**config.mk**
```make
export PLATFORM = sky130hd
export DESIGN_NAME = rsc_rail_seq
export DESIGN_NICKNAME = d
export VERILOG_FILES = /design/src/rtl/rsc_pkg.sv /design/src/rtl/rsc_sync3.sv /design/src/rtl/rsc_ms_timer.sv /design/src/rtl/rsc_rail_seq.sv
export SDC_FILE = /design/constraint.sdc
export NUM_CORES = 1
export LEC_CHECK = 0
export BUFFER_PORTS_ARGS = -buffer_cell sky130_fd_sc_hd__buf_2
export CORE_ASPECT_RATIO = 1.1
export CORE_UTILIZATION = 50
export DETAILED_ROUTE_END_ITERATION = 8
export PLACE_DENSITY = 0.75
export SLEW_MARGIN = 20
export SYNTH_ARGS = -nofsm -noshare
export SYNTH_HDL_FRONTEND = slang
export SYNTH_SLANG_ARGS = --single-unit
```
**constraint.sdc**
```tcl
create_clock -name mclk -period 3.7 [get_ports mclk]
set_input_delay 0.185 -clock mclk [delete_from_list [all_inputs] [get_ports mclk]]
set_output_delay 0.185 -clock mclk [all_outputs]
set_load 0.05 [all_outputs]
```
**src/rtl/rsc_pkg.sv**
```systemverilog
package rsc_pkg;

  ////////////////////////////////////////////////////////////////////////////
  // Timing
  localparam int CLK_NS = 100;                      // 10 MHz mclk
  localparam int MS_NS = 1000000;                   // One millisecond
  localparam int CYC_PER_MS = (MS_NS + CLK_NS - 1) / CLK_NS;
  localparam logic [9:0] OFF_MIN_MS = 10'h001;      // Floor on off-step waits
  localparam logic [9:0] LINGER_MS = 10'h0C8;       // 200 ms before shutdown
  localparam logic [9:0] SAMPLE_MS = 10'h3E8;       // 1 s compensation period
  localparam logic [9:0] TFLT_UNIT_MS = 10'h00A;    // Current-limit time step

  ////////////////////////////////////////////////////////////////////////////
  // Register offsets
  localparam logic [7:0] TEMP_OFS = 8'h01;
  localparam logic [7:0] CFG_OFS = 8'h02;
  localparam logic [7:0] ROOM_TEMP_COMMON_SETTING_OFS = 8'h03;
  localparam logic [7:0] DLY_OFS = 8'h04;
  localparam logic [7:0] VCOML_OFS = 8'h05;
  localparam logic [7:0] VCOMH1_OFS = 8'h06;
  localparam logic [7:0] VCOMH2_OFS = 8'h07;
  localparam logic [7:0] VTL_OFS = 8'h08;
  localparam logic [7:0] VTH1_OFS = 8'h09;
  localparam logic [7:0] VTH2_OFS = 8'h0A;
  localparam logic [7:0] VMIN_OFS = 8'h0B;
  localparam logic [7:0] VMAX_OFS = 8'h0C;
  localparam logic [7:0] FLT2_OFS = 8'h0D;
  localparam logic [7:0] BURN_OFS = 8'h78;

  ////////////////////////////////////////////////////////////////////////////
  // Reset values and field positions
  localparam logic [7:0] CFG_RST = 8'h00;           // External sensor
  localparam logic [7:0] ROOM_TEMP_COMMON_SETTING_RST = 8'hB6;
  localparam logic [7:0] DLY_RST = 8'h01;
  localparam logic [7:0] VCOML_RST = 8'h40;         // Sequence code 3'h2
  localparam logic [7:0] ZERO_RST = 8'h00;
  localparam logic [7:0] VMAX_RST = 8'hFF;
  localparam int CFG_INTS_B = 0;                    // Internal sensor select
  localparam int CFG_TFLT_B = 1;                    // Two-bit fault time
  localparam int DLY_LSB_B = 0;                     // Common setting LSB
  localparam int DLY_TC_B = 1;                      // Compensation enable
  localparam int SEQ_B = 5;                         // Three-bit sequence code
  localparam int F2_VCOM_B = 0;                     // Common fault flag

  ////////////////////////////////////////////////////////////////////////////
  // Rails and sequence table, one 5-bit group per step, step 0 lowest
  localparam logic [4:0] R_AV = 5'h01;
  localparam logic [4:0] R_NAV = 5'h02;
  localparam logic [4:0] R_VOFF = 5'h04;
  localparam logic [4:0] R_VON = 5'h08;
  localparam logic [4:0] R_COM = 5'h10;
  localparam int RAIL_COM_B = 4;
  localparam logic [19:0] SEQ_TBL [8] = '{
    {R_VON | R_COM, R_VOFF, R_NAV, R_AV},
    {R_VOFF | R_COM, R_VON, R_NAV, R_AV},
    {R_VON | R_COM, R_VOFF, R_AV, R_NAV},
    {R_VOFF | R_COM, R_VON, R_AV, R_NAV},
    {R_VON | R_COM, R_AV, R_VOFF, R_NAV},
    {R_AV | R_COM, R_NAV, R_VON, R_VOFF},
    {5'h00, R_VON | R_COM, R_VOFF, R_AV | R_NAV},
    {5'h00, R_VOFF | R_COM, R_VON, R_AV | R_NAV}
  };

  typedef enum logic [2:0] {
    ST_SHDN = 3'h0,
    ST_UP = 3'h1,
    ST_ON = 3'h2,
    ST_DOWN = 3'h3,
    ST_LINGER = 3'h4,
    ST_FLT = 3'h5
  } rsc_state_t;

  // Rails enabled once the first cnt steps are taken
  function automatic logic [4:0] rsc_rail_mask(input logic [2:0] seq,
                                               input logic [2:0] cnt);
    logic [19:0] row;
    logic [4:0] m;
    row = SEQ_TBL[seq];
    m = 5'h00;
    for (int i = 0; i < 4; i++) begin
      if (3'(i) < cnt) begin
        m = m | row[5*i +: 5];
      end
    end
    return m;
  endfunction

endpackage

```
**src/rtl/rsc_sync3.sv**
```systemverilog
module rsc_sync3 #(
  parameter int W = 1
) (
  // Clock and reset
  input wire logic mclk,
  input wire logic rst,
  // Pins in, filtered levels out
  input wire logic [W-1:0] d,
  output logic [W-1:0] q
);

  logic [W-1:0] s1_r;  // Metastable stage, read by s2 only
  logic [W-1:0] s2_r;
  logic [W-1:0] s3_r;

  ////////////////////////////////////////////////////////////////////////////
  // One chain per bit; output moves only when stages two and three agree
  for (genvar i = 0; i < W; i++) begin : g_bit
    always_ff @(posedge mclk) begin
      if (rst) begin
        s1_r[i] <= 1'h0;
        s2_r[i] <= 1'h0;
        s3_r[i] <= 1'h0;
        q[i] <= 1'h0;
      end else begin
        s1_r[i] <= d[i];
        s2_r[i] <= s1_r[i];
        s3_r[i] <= s2_r[i];
        if (s2_r[i] == s3_r[i]) begin
          q[i] <= s3_r[i];
        end
      end
    end
  end

endmodule

```
**src/rtl/rsc_ms_timer.sv**
```systemverilog
module rsc_ms_timer #(
  parameter int CYC_PER_MS = rsc_pkg::CYC_PER_MS
) (
  // Clock and reset
  input wire logic mclk,
  input wire logic rst,
  // Load restarts the wait; done pulses once at expiry
  input wire logic load,
  input wire logic [9:0] load_ms,
  output logic done
);

  localparam int CW = (CYC_PER_MS > 1) ? $clog2(CYC_PER_MS) : 1;

  logic [CW-1:0] cyc_r;  // Cycles within the current ms
  logic [9:0] ms_r;      // Whole ms still to wait
  logic armed_r;         // Wait in progress

  ////////////////////////////////////////////////////////////////////////////
  // Countdown; a zero load expires on the next edge
  always_ff @(posedge mclk) begin
    if (rst) begin
      cyc_r <= '0;
      ms_r <= 10'h000;
      armed_r <= 1'h0;
      done <= 1'h0;
    end else begin
      done <= 1'h0;
      if (load) begin
        cyc_r <= '0;
        ms_r <= load_ms;
        armed_r <= 1'h1;
      end else if (armed_r) begin
        if (ms_r == 10'h000) begin
          done <= 1'h1;
          armed_r <= 1'h0;
        end else if (cyc_r == CW'(CYC_PER_MS - 1)) begin
          cyc_r <= '0;
          ms_r <= ms_r - 10'h001;
        end else begin
          cyc_r <= cyc_r + CW'(1);
        end
      end
    end
  end

endmodule

```
**src/rtl/rsc_rail_seq.sv**
```systemverilog
// Behaviour
// - Options 7, 8: sources, gate, gate plus common
// - Step waits come from three delay fields
// - Power-off ignores outputs, just steps with delays
// - Zero delay still spaces power-off by 1 ms
// - Core regulator off 200 ms after power-down
// - Burn command stores the selected sequence
// - Common code is room setting plus LSB
// - Deviation over 0.25 V sets common fault
// - Deviation alone leaves the buffer running
// - Long current limit: all off, fault set (core regulator stays on until 200 ms after the enable pin drops)
// - Code steps 6.83 mV from -2.49 V
// - Out-of-range write refused with NACK, no comp
// - Sensor select bit, external after reset
// - Eight-bit ADC digitises reference pin voltage
// - Temperature register shows reading under comp
// - Comp enabled: sample and update once per second
// - Start from room setting until first sample
// - Three-bit field in low register picks sequence
// - Room code minus low, plus high offsets
module rsc_rail_seq #(
  parameter int CYC_PER_MS = rsc_pkg::CYC_PER_MS  // Shorten in simulation
) (
  // Clock and reset
  input wire logic mclk,
  input wire logic rst,
  // Register port behind the serial slave
  input wire logic reg_wr,
  input wire logic reg_rd,
  input wire logic [7:0] reg_addr,
  input wire logic [7:0] reg_wdata,
  output logic [7:0] reg_rdata,
  output logic reg_nack,
  // Pins
  input wire logic en_pin,
  input wire logic vcom_dev_pin,
  input wire logic vcom_ilim_pin,
  // Temperature converter
  output logic adc_start,
  output logic adc_sel_int,
  input wire logic adc_valid,
  input wire logic [7:0] adc_data,
  // Power outputs
  output logic [4:0] rail_en,
  output logic core_reg_en,
  output logic [8:0] vcom_code,
  // Non-volatile store request
  output logic nv_burn,
  output logic [2:0] nv_seq
);

  ////////////////////////////////////////////////////////////////////////////
  // Declarations
  logic [7:0] cfg_r, room_r, dly_r, vl_r, vh1_r, vh2_r;  // Software registers
  logic [7:0] vtl_r, vth1_r, vth2_r, vmin_r, vmax_r;
  logic flt_r;                      // Sticky common fault
  logic [7:0] adc_r;                // Last conversion
  logic comp_valid_r;               // A sample exists since enable
  logic upd_r;                      // Fresh sample, apply it
  logic [8:0] vcom_code_r;
  logic [4:0] rail_en_r;
  logic core_reg_en_r;
  logic adc_start_r;
  logic nv_burn_r;
  logic [2:0] nv_seq_r;
  logic [7:0] reg_rdata_r;
  rsc_pkg::rsc_state_t st_r;
  logic [2:0] on_cnt_r;             // Steps currently enabled
  logic [2:0] seq_act_r;            // Sequence latched at power-up
  logic seq_load_r;                 // Step timer load
  logic [9:0] seq_ms_r;             // Step timer value
  logic seq_done, smp_done, ilim_done;
  logic en_s, dev_s, ilim_s;        // Filtered pins
  logic tc;                         // Compensation enabled
  logic [8:0] base;                 // Room-temperature code
  logic [8:0] comp_code;
  logic [2:0] nsteps;
  logic [2:0] cnt_up, cnt_dn;
  logic [1:0] off_idx;
  logic out_of_range;
  logic ilim_trip;
  logic running;
  logic [9:0] tflt_ms;

  ////////////////////////////////////////////////////////////////////////////
  // Pin filtering and timers
  rsc_sync3 #(.W(3)) u_sync (
    .mclk(mclk),
    .rst(rst),
    .d({en_pin, vcom_dev_pin, vcom_ilim_pin}),
    .q({en_s, dev_s, ilim_s})
  );

  rsc_ms_timer #(.CYC_PER_MS(CYC_PER_MS)) u_seq_tmr (
    .mclk(mclk),
    .rst(rst),
    .load(seq_load_r),
    .load_ms(seq_ms_r),
    .done(seq_done)
  );

  // Free-runs while compensation is on; held reloaded otherwise
  rsc_ms_timer #(.CYC_PER_MS(CYC_PER_MS)) u_smp_tmr (
    .mclk(mclk),
    .rst(rst),
    .load(!tc || smp_done),
    .load_ms(rsc_pkg::SAMPLE_MS),
    .done(smp_done)
  );

  // Reloaded whenever not in limit, so it expires only on a continuous run
  rsc_ms_timer #(.CYC_PER_MS(CYC_PER_MS)) u_ilim_tmr (
    .mclk(mclk),
    .rst(rst),
    .load(!ilim_s || !running),
    .load_ms(tflt_ms),
    .done(ilim_done)
  );

  ////////////////////////////////////////////////////////////////////////////
  // Helpers
  function automatic logic [9:0] step_ms(input logic [1:0] idx, input logic [7:0] dly);
    logic [7:0] sh;
    sh = dly >> {idx, 1'h0};
    return {8'h00, sh[1:0]};
  endfunction

  assign tc = dly_r[rsc_pkg::DLY_TC_B];
  assign base = {room_r, dly_r[rsc_pkg::DLY_LSB_B]};
  assign nsteps = (seq_act_r[2:1] == 2'h3) ? 3'h3 : 3'h4;
  assign cnt_up = on_cnt_r + 3'h1;
  assign cnt_dn = on_cnt_r - 3'h1;
  // Off waits run t3, t2, t1 (t3, t2 for three-step sequences) counted from the first step turned off
  assign off_idx = 2'(3'h4 - nsteps + cnt_dn);
  assign running = (st_r == rsc_pkg::ST_UP) || (st_r == rsc_pkg::ST_ON)
                   || (st_r == rsc_pkg::ST_DOWN);
  assign ilim_trip = ilim_done && running;
  assign tflt_ms = 10'(({8'h00, cfg_r[rsc_pkg::CFG_TFLT_B +: 2]} + 10'h001)
                       * rsc_pkg::TFLT_UNIT_MS);
  // Guard only applies with compensation off
  assign out_of_range = !tc && ((reg_wdata < vmin_r) || (reg_wdata > vmax_r));

  ////////////////////////////////////////////////////////////////////////////
  // Compensation: room code moved by band offsets, clamped to 9 bits
  always_comb begin
    logic [9:0] up_sum;
    up_sum = {1'h0, base} + {5'h00, vh1_r[4:0]};
    if (adc_r >= vth2_r) begin
      up_sum = up_sum + {5'h00, vh2_r[4:0]};
    end
    if (adc_r <= vtl_r) begin
      comp_code = (base < {4'h0, vl_r[4:0]}) ? 9'h000 : base - {4'h0, vl_r[4:0]};
    end else if (adc_r >= vth1_r) begin
      comp_code = up_sum[9] ? 9'h1FF : up_sum[8:0];
    end else begin
      comp_code = base;
    end
  end

  ////////////////////////////////////////////////////////////////////////////
  // Register writes; the sequence field must not move mid-sequence
  always_ff @(posedge mclk) begin
    if (rst) begin
      cfg_r <= rsc_pkg::CFG_RST;
      room_r <= rsc_pkg::ROOM_TEMP_COMMON_SETTING_RST;
      dly_r <= rsc_pkg::DLY_RST;
      vl_r <= rsc_pkg::VCOML_RST;
      vh1_r <= rsc_pkg::ZERO_RST;
      vh2_r <= rsc_pkg::ZERO_RST;
      vtl_r <= rsc_pkg::ZERO_RST;
      vth1_r <= rsc_pkg::VMAX_RST;
      vth2_r <= rsc_pkg::VMAX_RST;
      vmin_r <= rsc_pkg::ZERO_RST;
      vmax_r <= rsc_pkg::VMAX_RST;
    end else if (reg_wr) begin
      unique case (reg_addr)
        rsc_pkg::CFG_OFS: cfg_r <= reg_wdata;
        rsc_pkg::ROOM_TEMP_COMMON_SETTING_OFS: begin
          // Refused value leaves the setting as it was
          if (!out_of_range) begin
            room_r <= reg_wdata;
          end
        end
        rsc_pkg::DLY_OFS: dly_r <= reg_wdata;
        rsc_pkg::VCOML_OFS: vl_r <= reg_wdata;
        rsc_pkg::VCOMH1_OFS: vh1_r <= reg_wdata;
        rsc_pkg::VCOMH2_OFS: vh2_r <= reg_wdata;
        rsc_pkg::VTL_OFS: vtl_r <= reg_wdata;
        rsc_pkg::VTH1_OFS: vth1_r <= reg_wdata;
        rsc_pkg::VTH2_OFS: vth2_r <= reg_wdata;
        rsc_pkg::VMIN_OFS: vmin_r <= reg_wdata;
        rsc_pkg::VMAX_OFS: vmax_r <= reg_wdata;
        default: ;
      endcase
    end
  end

  // NACK answers in the same cycle as the refused write
  assign reg_nack = reg_wr && (reg_addr == rsc_pkg::ROOM_TEMP_COMMON_SETTING_OFS) && out_of_range;

  ////////////////////////////////////////////////////////////////////////////
  // Read data, registered; unmapped reads return zero
  always_ff @(posedge mclk) begin
    if (rst) begin
      reg_rdata_r <= 8'h00;
    end else if (reg_rd) begin
      unique case (reg_addr)
        rsc_pkg::TEMP_OFS: reg_rdata_r <= tc ? adc_r : 8'h00;
        rsc_pkg::CFG_OFS: reg_rdata_r <= cfg_r;
        rsc_pkg::ROOM_TEMP_COMMON_SETTING_OFS: reg_rdata_r <= room_r;
        rsc_pkg::DLY_OFS: reg_rdata_r <= dly_r;
        rsc_pkg::VCOML_OFS: reg_rdata_r <= vl_r;
        rsc_pkg::VCOMH1_OFS: reg_rdata_r <= vh1_r;
        rsc_pkg::VCOMH2_OFS: reg_rdata_r <= vh2_r;
        rsc_pkg::VTL_OFS: reg_rdata_r <= vtl_r;
        rsc_pkg::VTH1_OFS: reg_rdata_r <= vth1_r;
        rsc_pkg::VTH2_OFS: reg_rdata_r <= vth2_r;
        rsc_pkg::VMIN_OFS: reg_rdata_r <= vmin_r;
        rsc_pkg::VMAX_OFS: reg_rdata_r <= vmax_r;
        rsc_pkg::FLT2_OFS: reg_rdata_r <= {7'h00, flt_r};
        default: reg_rdata_r <= 8'h00;
      endcase
    end
  end

  ////////////////////////////////////////////////////////////////////////////
  // Common fault flag: write one to clear, a new event wins over the clear
  always_ff @(posedge mclk) begin
    if (rst) begin
      flt_r <= 1'h0;
    end else if (dev_s || ilim_trip) begin
      flt_r <= 1'h1;
    end else if (reg_wr && (reg_addr == rsc_pkg::FLT2_OFS)
                 && reg_wdata[rsc_pkg::F2_VCOM_B]) begin
      flt_r <= 1'h0;
    end
  end

  ////////////////////////////////////////////////////////////////////////////
  // Burn command captures the selected sequence for the store
  always_ff @(posedge mclk) begin
    if (rst) begin
      nv_burn_r <= 1'h0;
      nv_seq_r <= 3'h0;
    end else begin
      nv_burn_r <= reg_wr && (reg_addr == rsc_pkg::BURN_OFS);
      if (reg_wr && (reg_addr == rsc_pkg::BURN_OFS)) begin
        nv_seq_r <= vl_r[rsc_pkg::SEQ_B +: 3];
      end
    end
  end

  ////////////////////////////////////////////////////////////////////////////
  // Sequencer
  always_ff @(posedge mclk) begin
    if (rst) begin
      st_r <= rsc_pkg::ST_SHDN;
      on_cnt_r <= 3'h0;
      seq_act_r <= 3'h0;
      seq_load_r <= 1'h0;
      seq_ms_r <= 10'h000;
    end else begin
      seq_load_r <= 1'h0;
      if (ilim_trip) begin
        // Buffer stuck in limit: drop all rails at once, core regulator stays on
        st_r <= rsc_pkg::ST_FLT;
        on_cnt_r <= 3'h0;
      end else begin
        unique case (st_r)
          rsc_pkg::ST_SHDN: begin
            // Only the enable pin wakes the device
            if (en_s) begin
              st_r <= rsc_pkg::ST_UP;
              on_cnt_r <= 3'h0;
              seq_act_r <= vl_r[rsc_pkg::SEQ_B +: 3];
              seq_load_r <= 1'h1;
              seq_ms_r <= 10'h000;
            end
          end
          rsc_pkg::ST_UP: begin
            if (!en_s) begin
              st_r <= rsc_pkg::ST_DOWN;
              seq_load_r <= 1'h1;
              seq_ms_r <= 10'h000;
            end else if (seq_done) begin
              on_cnt_r <= cnt_up;
              if (cnt_up == nsteps) begin
                st_r <= rsc_pkg::ST_ON;
              end else begin
                seq_load_r <= 1'h1;
                seq_ms_r <= step_ms(cnt_up[1:0], dly_r);
              end
            end
          end
          rsc_pkg::ST_ON: begin
            // Deviation fault alone keeps everything running
            if (!en_s) begin
              st_r <= rsc_pkg::ST_DOWN;
              seq_load_r <= 1'h1;
              seq_ms_r <= 10'h000;
            end
          end
          rsc_pkg::ST_DOWN: begin
            // No output checks here, steps follow the timer only
            if (seq_done) begin
              seq_load_r <= 1'h1;
              if (on_cnt_r == 3'h0) begin
                st_r <= rsc_pkg::ST_LINGER;
                seq_ms_r <= rsc_pkg::LINGER_MS;
              end else begin
                on_cnt_r <= cnt_dn;
                if (cnt_dn == 3'h0) begin
                  st_r <= rsc_pkg::ST_LINGER;
                  seq_ms_r <= rsc_pkg::LINGER_MS;
                end else if (step_ms(off_idx, dly_r) == 10'h000) begin
                  seq_ms_r <= rsc_pkg::OFF_MIN_MS;
                end else begin
                  seq_ms_r <= step_ms(off_idx, dly_r);
                end
              end
            end
          end
          rsc_pkg::ST_LINGER: begin
            if (seq_done) begin
              st_r <= rsc_pkg::ST_SHDN;
            end
          end
          rsc_pkg::ST_FLT: begin
            // Latched off until the enable pin is released
            if (!en_s) begin
              st_r <= rsc_pkg::ST_LINGER;
              seq_load_r <= 1'h1;
              seq_ms_r <= rsc_pkg::LINGER_MS;
            end
          end
          default: st_r <= rsc_pkg::ST_SHDN;
        endcase
      end
    end
  end

  ////////////////////////////////////////////////////////////////////////////
  // Rail and core regulator outputs
  always_ff @(posedge mclk) begin
    if (rst) begin
      rail_en_r <= 5'h00;
      core_reg_en_r <= 1'h0;
    end else begin
      rail_en_r <= rsc_pkg::rsc_rail_mask(seq_act_r, on_cnt_r);
      core_reg_en_r <= (st_r != rsc_pkg::ST_SHDN);
    end
  end

  ////////////////////////////////////////////////////////////////////////////
  // Temperature sampling, once per period while enabled
  always_ff @(posedge mclk) begin
    if (rst) begin
      adc_start_r <= 1'h0;
      adc_r <= 8'h00;
      comp_valid_r <= 1'h0;
      upd_r <= 1'h0;
    end else begin
      adc_start_r <= tc && smp_done;
      upd_r <= tc && adc_valid;
      if (adc_valid) begin
        adc_r <= adc_data;
      end
      if (!tc) begin
        comp_valid_r <= 1'h0;
      end else if (adc_valid) begin
        comp_valid_r <= 1'h1;
      end
    end
  end

  ////////////////////////////////////////////////////////////////////////////
  // Common code: room value until a sample exists, then per-sample updates
  always_ff @(posedge mclk) begin
    if (rst) begin
      vcom_code_r <= 9'h000;
    end else if (!comp_valid_r) begin
      vcom_code_r <= base;
    end else if (upd_r) begin
      vcom_code_r <= comp_code;
    end
  end

  assign reg_rdata = reg_rdata_r;
  assign adc_start = adc_start_r;
  assign adc_sel_int = cfg_r[rsc_pkg::CFG_INTS_B];
  assign rail_en = rail_en_r;
  assign core_reg_en = core_reg_en_r;
  assign vcom_code = vcom_code_r;
  assign nv_burn = nv_burn_r;
  assign nv_seq = nv_seq_r;
endmodule

```
==> results by group <==
Setup path
  – Worst path slowest cell: fa_1
  – Max FO, Critical Path: 3
  – Critical path buffers and inverters: 0
  – CP delay by family, top: adder cells
  – Critical path arrival: 3.88 ns
  – R2R Setup Slk: 0.21 ns
  – Crit start category: flop
  – WP data required: 4.09 ns
  – Crit path largest cell delay: 0.44 ns
  – WS Path Type: flop to flop
  – CP Cell Sequence: ha_1, fa_1, a21o_1, a21oi_1, xnor2_1, ha_1, o21ai_0, a21oi_1, or2_2, and3_1, maj3_1, a21o_1, a31o_2, o2bb2ai_1
  – Crit end category: flop

Clock tree
  – Clock-pin slew on the worst setup and hold paths: 0.06 ns
  – PostCTS Resize Cnt: 0
  – Depth of the CTS H-tree: 1
  – Clk sink count: 230
  – Deepest clock path buffer count: 3
  – Hold-fix buffers, CTS: 13
  – Clk Latency, worst-skew pair: 0.52 ns
  – Root Buffer: clkbuf_16
  – Clock tree from TritonCTS: yes
  – Cts bufs inserted: 25
  – Setup bufs post-CTS: 0

Yosys
  – Post-synth EDFFs: 0
  – Async SR Flop Fraction: 0%
  – #FFs+latches synth: 230
  – Main flop type after synthesis: dfxtp_1
  – Mapped Cells: 1,524
  – Synthesized area: 12,400 µm²
  – Syn_area_per_cell: 8.16 µm²
  – Post-Synthesis Net Count: 1,631
  – Synth top area cells: dfxtp_1, ha_1, nor2_1, nand2_1, a21oi_1
  – Seq/Total Area, Yosys: 37.0%
  – Synth warn: 0
  – Cell taking the most area after synthesis: dfxtp_1
  – Area share of the leading cell type in the synthesized netlist: 37.0%
  – Library cells used by synthesis: 88

Cells and area
  – ANT cells: 0
  – Commonest cells after routing, fill and taps aside: dfxtp_1, nor2_1, nand2_1, a21oi_1, nand3_1
  – Share of layout cells above drive strength 1: 10.9%
  – Post-Route Utilization: 57.0%
  – Commonest non-fill, non-tap cell in the layout: dfxtp_1
  – Post-layout instance area: 14,000 µm²
  – Finished Layout Cells: 1,892
  – Nets: 1,671
  – Area Growth Syn to Fin: 12.2%

Global route
  – Total GRT Usage: 26.1%
  – Grt total ovfl: 0
  – Vias in the first global route: 10,400
  – Initial antenna violation count: 0
  – Pin count of the biggest net entering global routing: 91
  – First-pass GRT wire length: 54.1 mm

Floorplanning
  – Site Rows: 60
  – Die footprint: 25,500 µm²
  – Initial core utilization: 50.8%
  – Core Region: 24,500 µm²
  – Die W: 152 µm
  – # IOs: 62
  – Die Ht: 167 µm

Timing
  – Slew margin rel.: 30.8%
  – RSZ-0062 raised after global routing: no
  – Post-route minimum period: 3.49 ns
  – Setup TNS: 0 ns
  – # setup viols final: 0
  – Fmax: 0.287 GHz
  – Worst-Margin Slew: 1.03 ns
  – Final hold violation count: 0
  – Period utilization: 94.3%
  – Setup Skew: 0.00914 ns
  – Min Hold Slack: 0.0726 ns
  – Worst Slack Setup Final: 0.210 ns
  – Max-slew violation total from the final report: 0

Placement
  – Place WS: 0.247 ns
  – Buffers on Ports: 61
  – Placed Cells: 1,834
  – Final GP Congestion: 0.916
  – Placed cell areas: 13,000 µm²
  – HPWL Detailed: 23.3 mm

Route
  – Vias after detailed routing: 11,200
  – DR vias/cell: 5.93
  – Wire per inst: 17.6 µm
  – Drc violations: 2
  – Iter 0 DRT Violations: 968
  – Drt first pass iters: 9
  – Routed Antenna Nets: 0
  – Detailed Route WL: 33.3 mm

Power
  – Clk network pwr share: 45.3%
  – Sequential share of power: 45.8%
  – NetSw: 1.44 mW
  – VDD IR-drop max: 0.331 mV
  – Combinational Power Share: 8.9%
  – Switching share of power: 25.3%
  – Total power: 5.68 mW
  – Internal power: 4.24 mW
  – Leak pwr: 5.48 nW
  – Areal power density over the cells: 407 nW/µm²

Outcome
  – Violated checks: DRC
  – Outcome: complete, but fails checks

Hold path
  – Worst hold path type: input port to flop

Run
  – Total of max-cap violations: 0
==> cells by family (layout without fill, tap and decap cells) <==
kind of cell	after synthesis	count (layout)	share of synthesized area (%)
compound gates	342	342	18.6
mux	32	32	3.00
xor+xnor	75	75	5.28
fa+ha+maj	76	76	7.81
simple gates	598	598	22.9
flops	230	230	37.0
buf+inv	171	229	5.37
==> per-layer routing <==
layer / vias up / share of wire, % / GRT usage, %
li1: 5464 / - / -
met1: 5236 / 41 / 32.9
met2: 436 / 47 / 44.1
met3: 88 / 7.7 / 4.24
met4: 0 / 4.3 / 11.5
met5: - / 0 / 0
==> area by class of cell <==
| type | count | area [µm²] |
|---|---|---|
| Timing Repair Buffer | 98 | 631 |
| Clock buffer | 32 | 692 |
| Clock inverter | 13 | 156 |
| Multi-Input combinational cell | 1123 | 7160 |
| Sequential cell | 230 | 4600 |
| Inverter | 86 | 323 |
| Tap cell | 310 | 388 |
| Fill cell | 2220 | 10500 |
==> registers in the layout, summed over array words and instances (netlist names), 5 cells and up <==
signal and cells:
u_ilim_tmr.cyc_r 14, u_seq_tmr.cyc_r 14, u_smp_tmr.cyc_r 14, u_ilim_tmr.ms_r 10, u_seq_tmr.ms_r 10, u_smp_tmr.ms_r 10
vcom_code 9, adc_r 8, cfg_r 8, dly_r 8, reg_rdata 8, room_r 8
vh1_r 8, vh2_r 8, vl_r 8, vmax_r 8, vmin_r 8, vth1_r 8
vth2_r 8, vtl_r 8, rail_en 5
==> worst reg2reg max path: cells and delay by family, from the launching register on <==
family	cells	cell delay (ns)
adders and majority gates	4	1.31
DFF	1	0.33
AOI/OAI and AO/OA	7	1.08
and+or+nand+nor	2	0.47
xor gates and xnor gates	1	0.17
==> path summary, 6_finish.rpt <==
| check | start | end | cells past startpoint |
|---|---|---|---|
| worst min register to register | u_sync.s1_r[0] | u_sync.s2_r[0] | 1 |
| worst max register to register | vh1_r[0] | vcom_code[8] | 14 |
| worst min-delay path | reg_wdata[0] | vmin_r[0] | 3 |
| worst max-delay path | vh1_r[0] | vcom_code[8] | 14 |
==> cells in the mapped netlist, types with 16 or more instances <==
library cell	n
dfxtp_1	230
nor2_1	176
nand2_1	174
a21oi_1	126
nand3_1	94
inv_1	85
clkbuf_1	73
ha_1	72
xnor2_1	44
o21ai_0	43
nor3_1	31
xor2_1	31
mux2i_1	26
o211ai_1	25
nand4_1	20
a22oi_1	18
a21o_1	16
nor2b_1	16
==> power by group through the flow <==
stage / clock, mW / sequential [mW] / combinational (mW)
after floorplan: 0 / 2.66 / 0.344
after global placement: 0 / 2.66 / 0.479
after detailed placement: 0 / 2.66 / 0.487
after CTS: 2.61 / 2.60 / 0.501
after global routing: 2.71 / 2.61 / 0.551
final: 2.58 / 2.60 / 0.504
(Power assumes the default switching activity.)
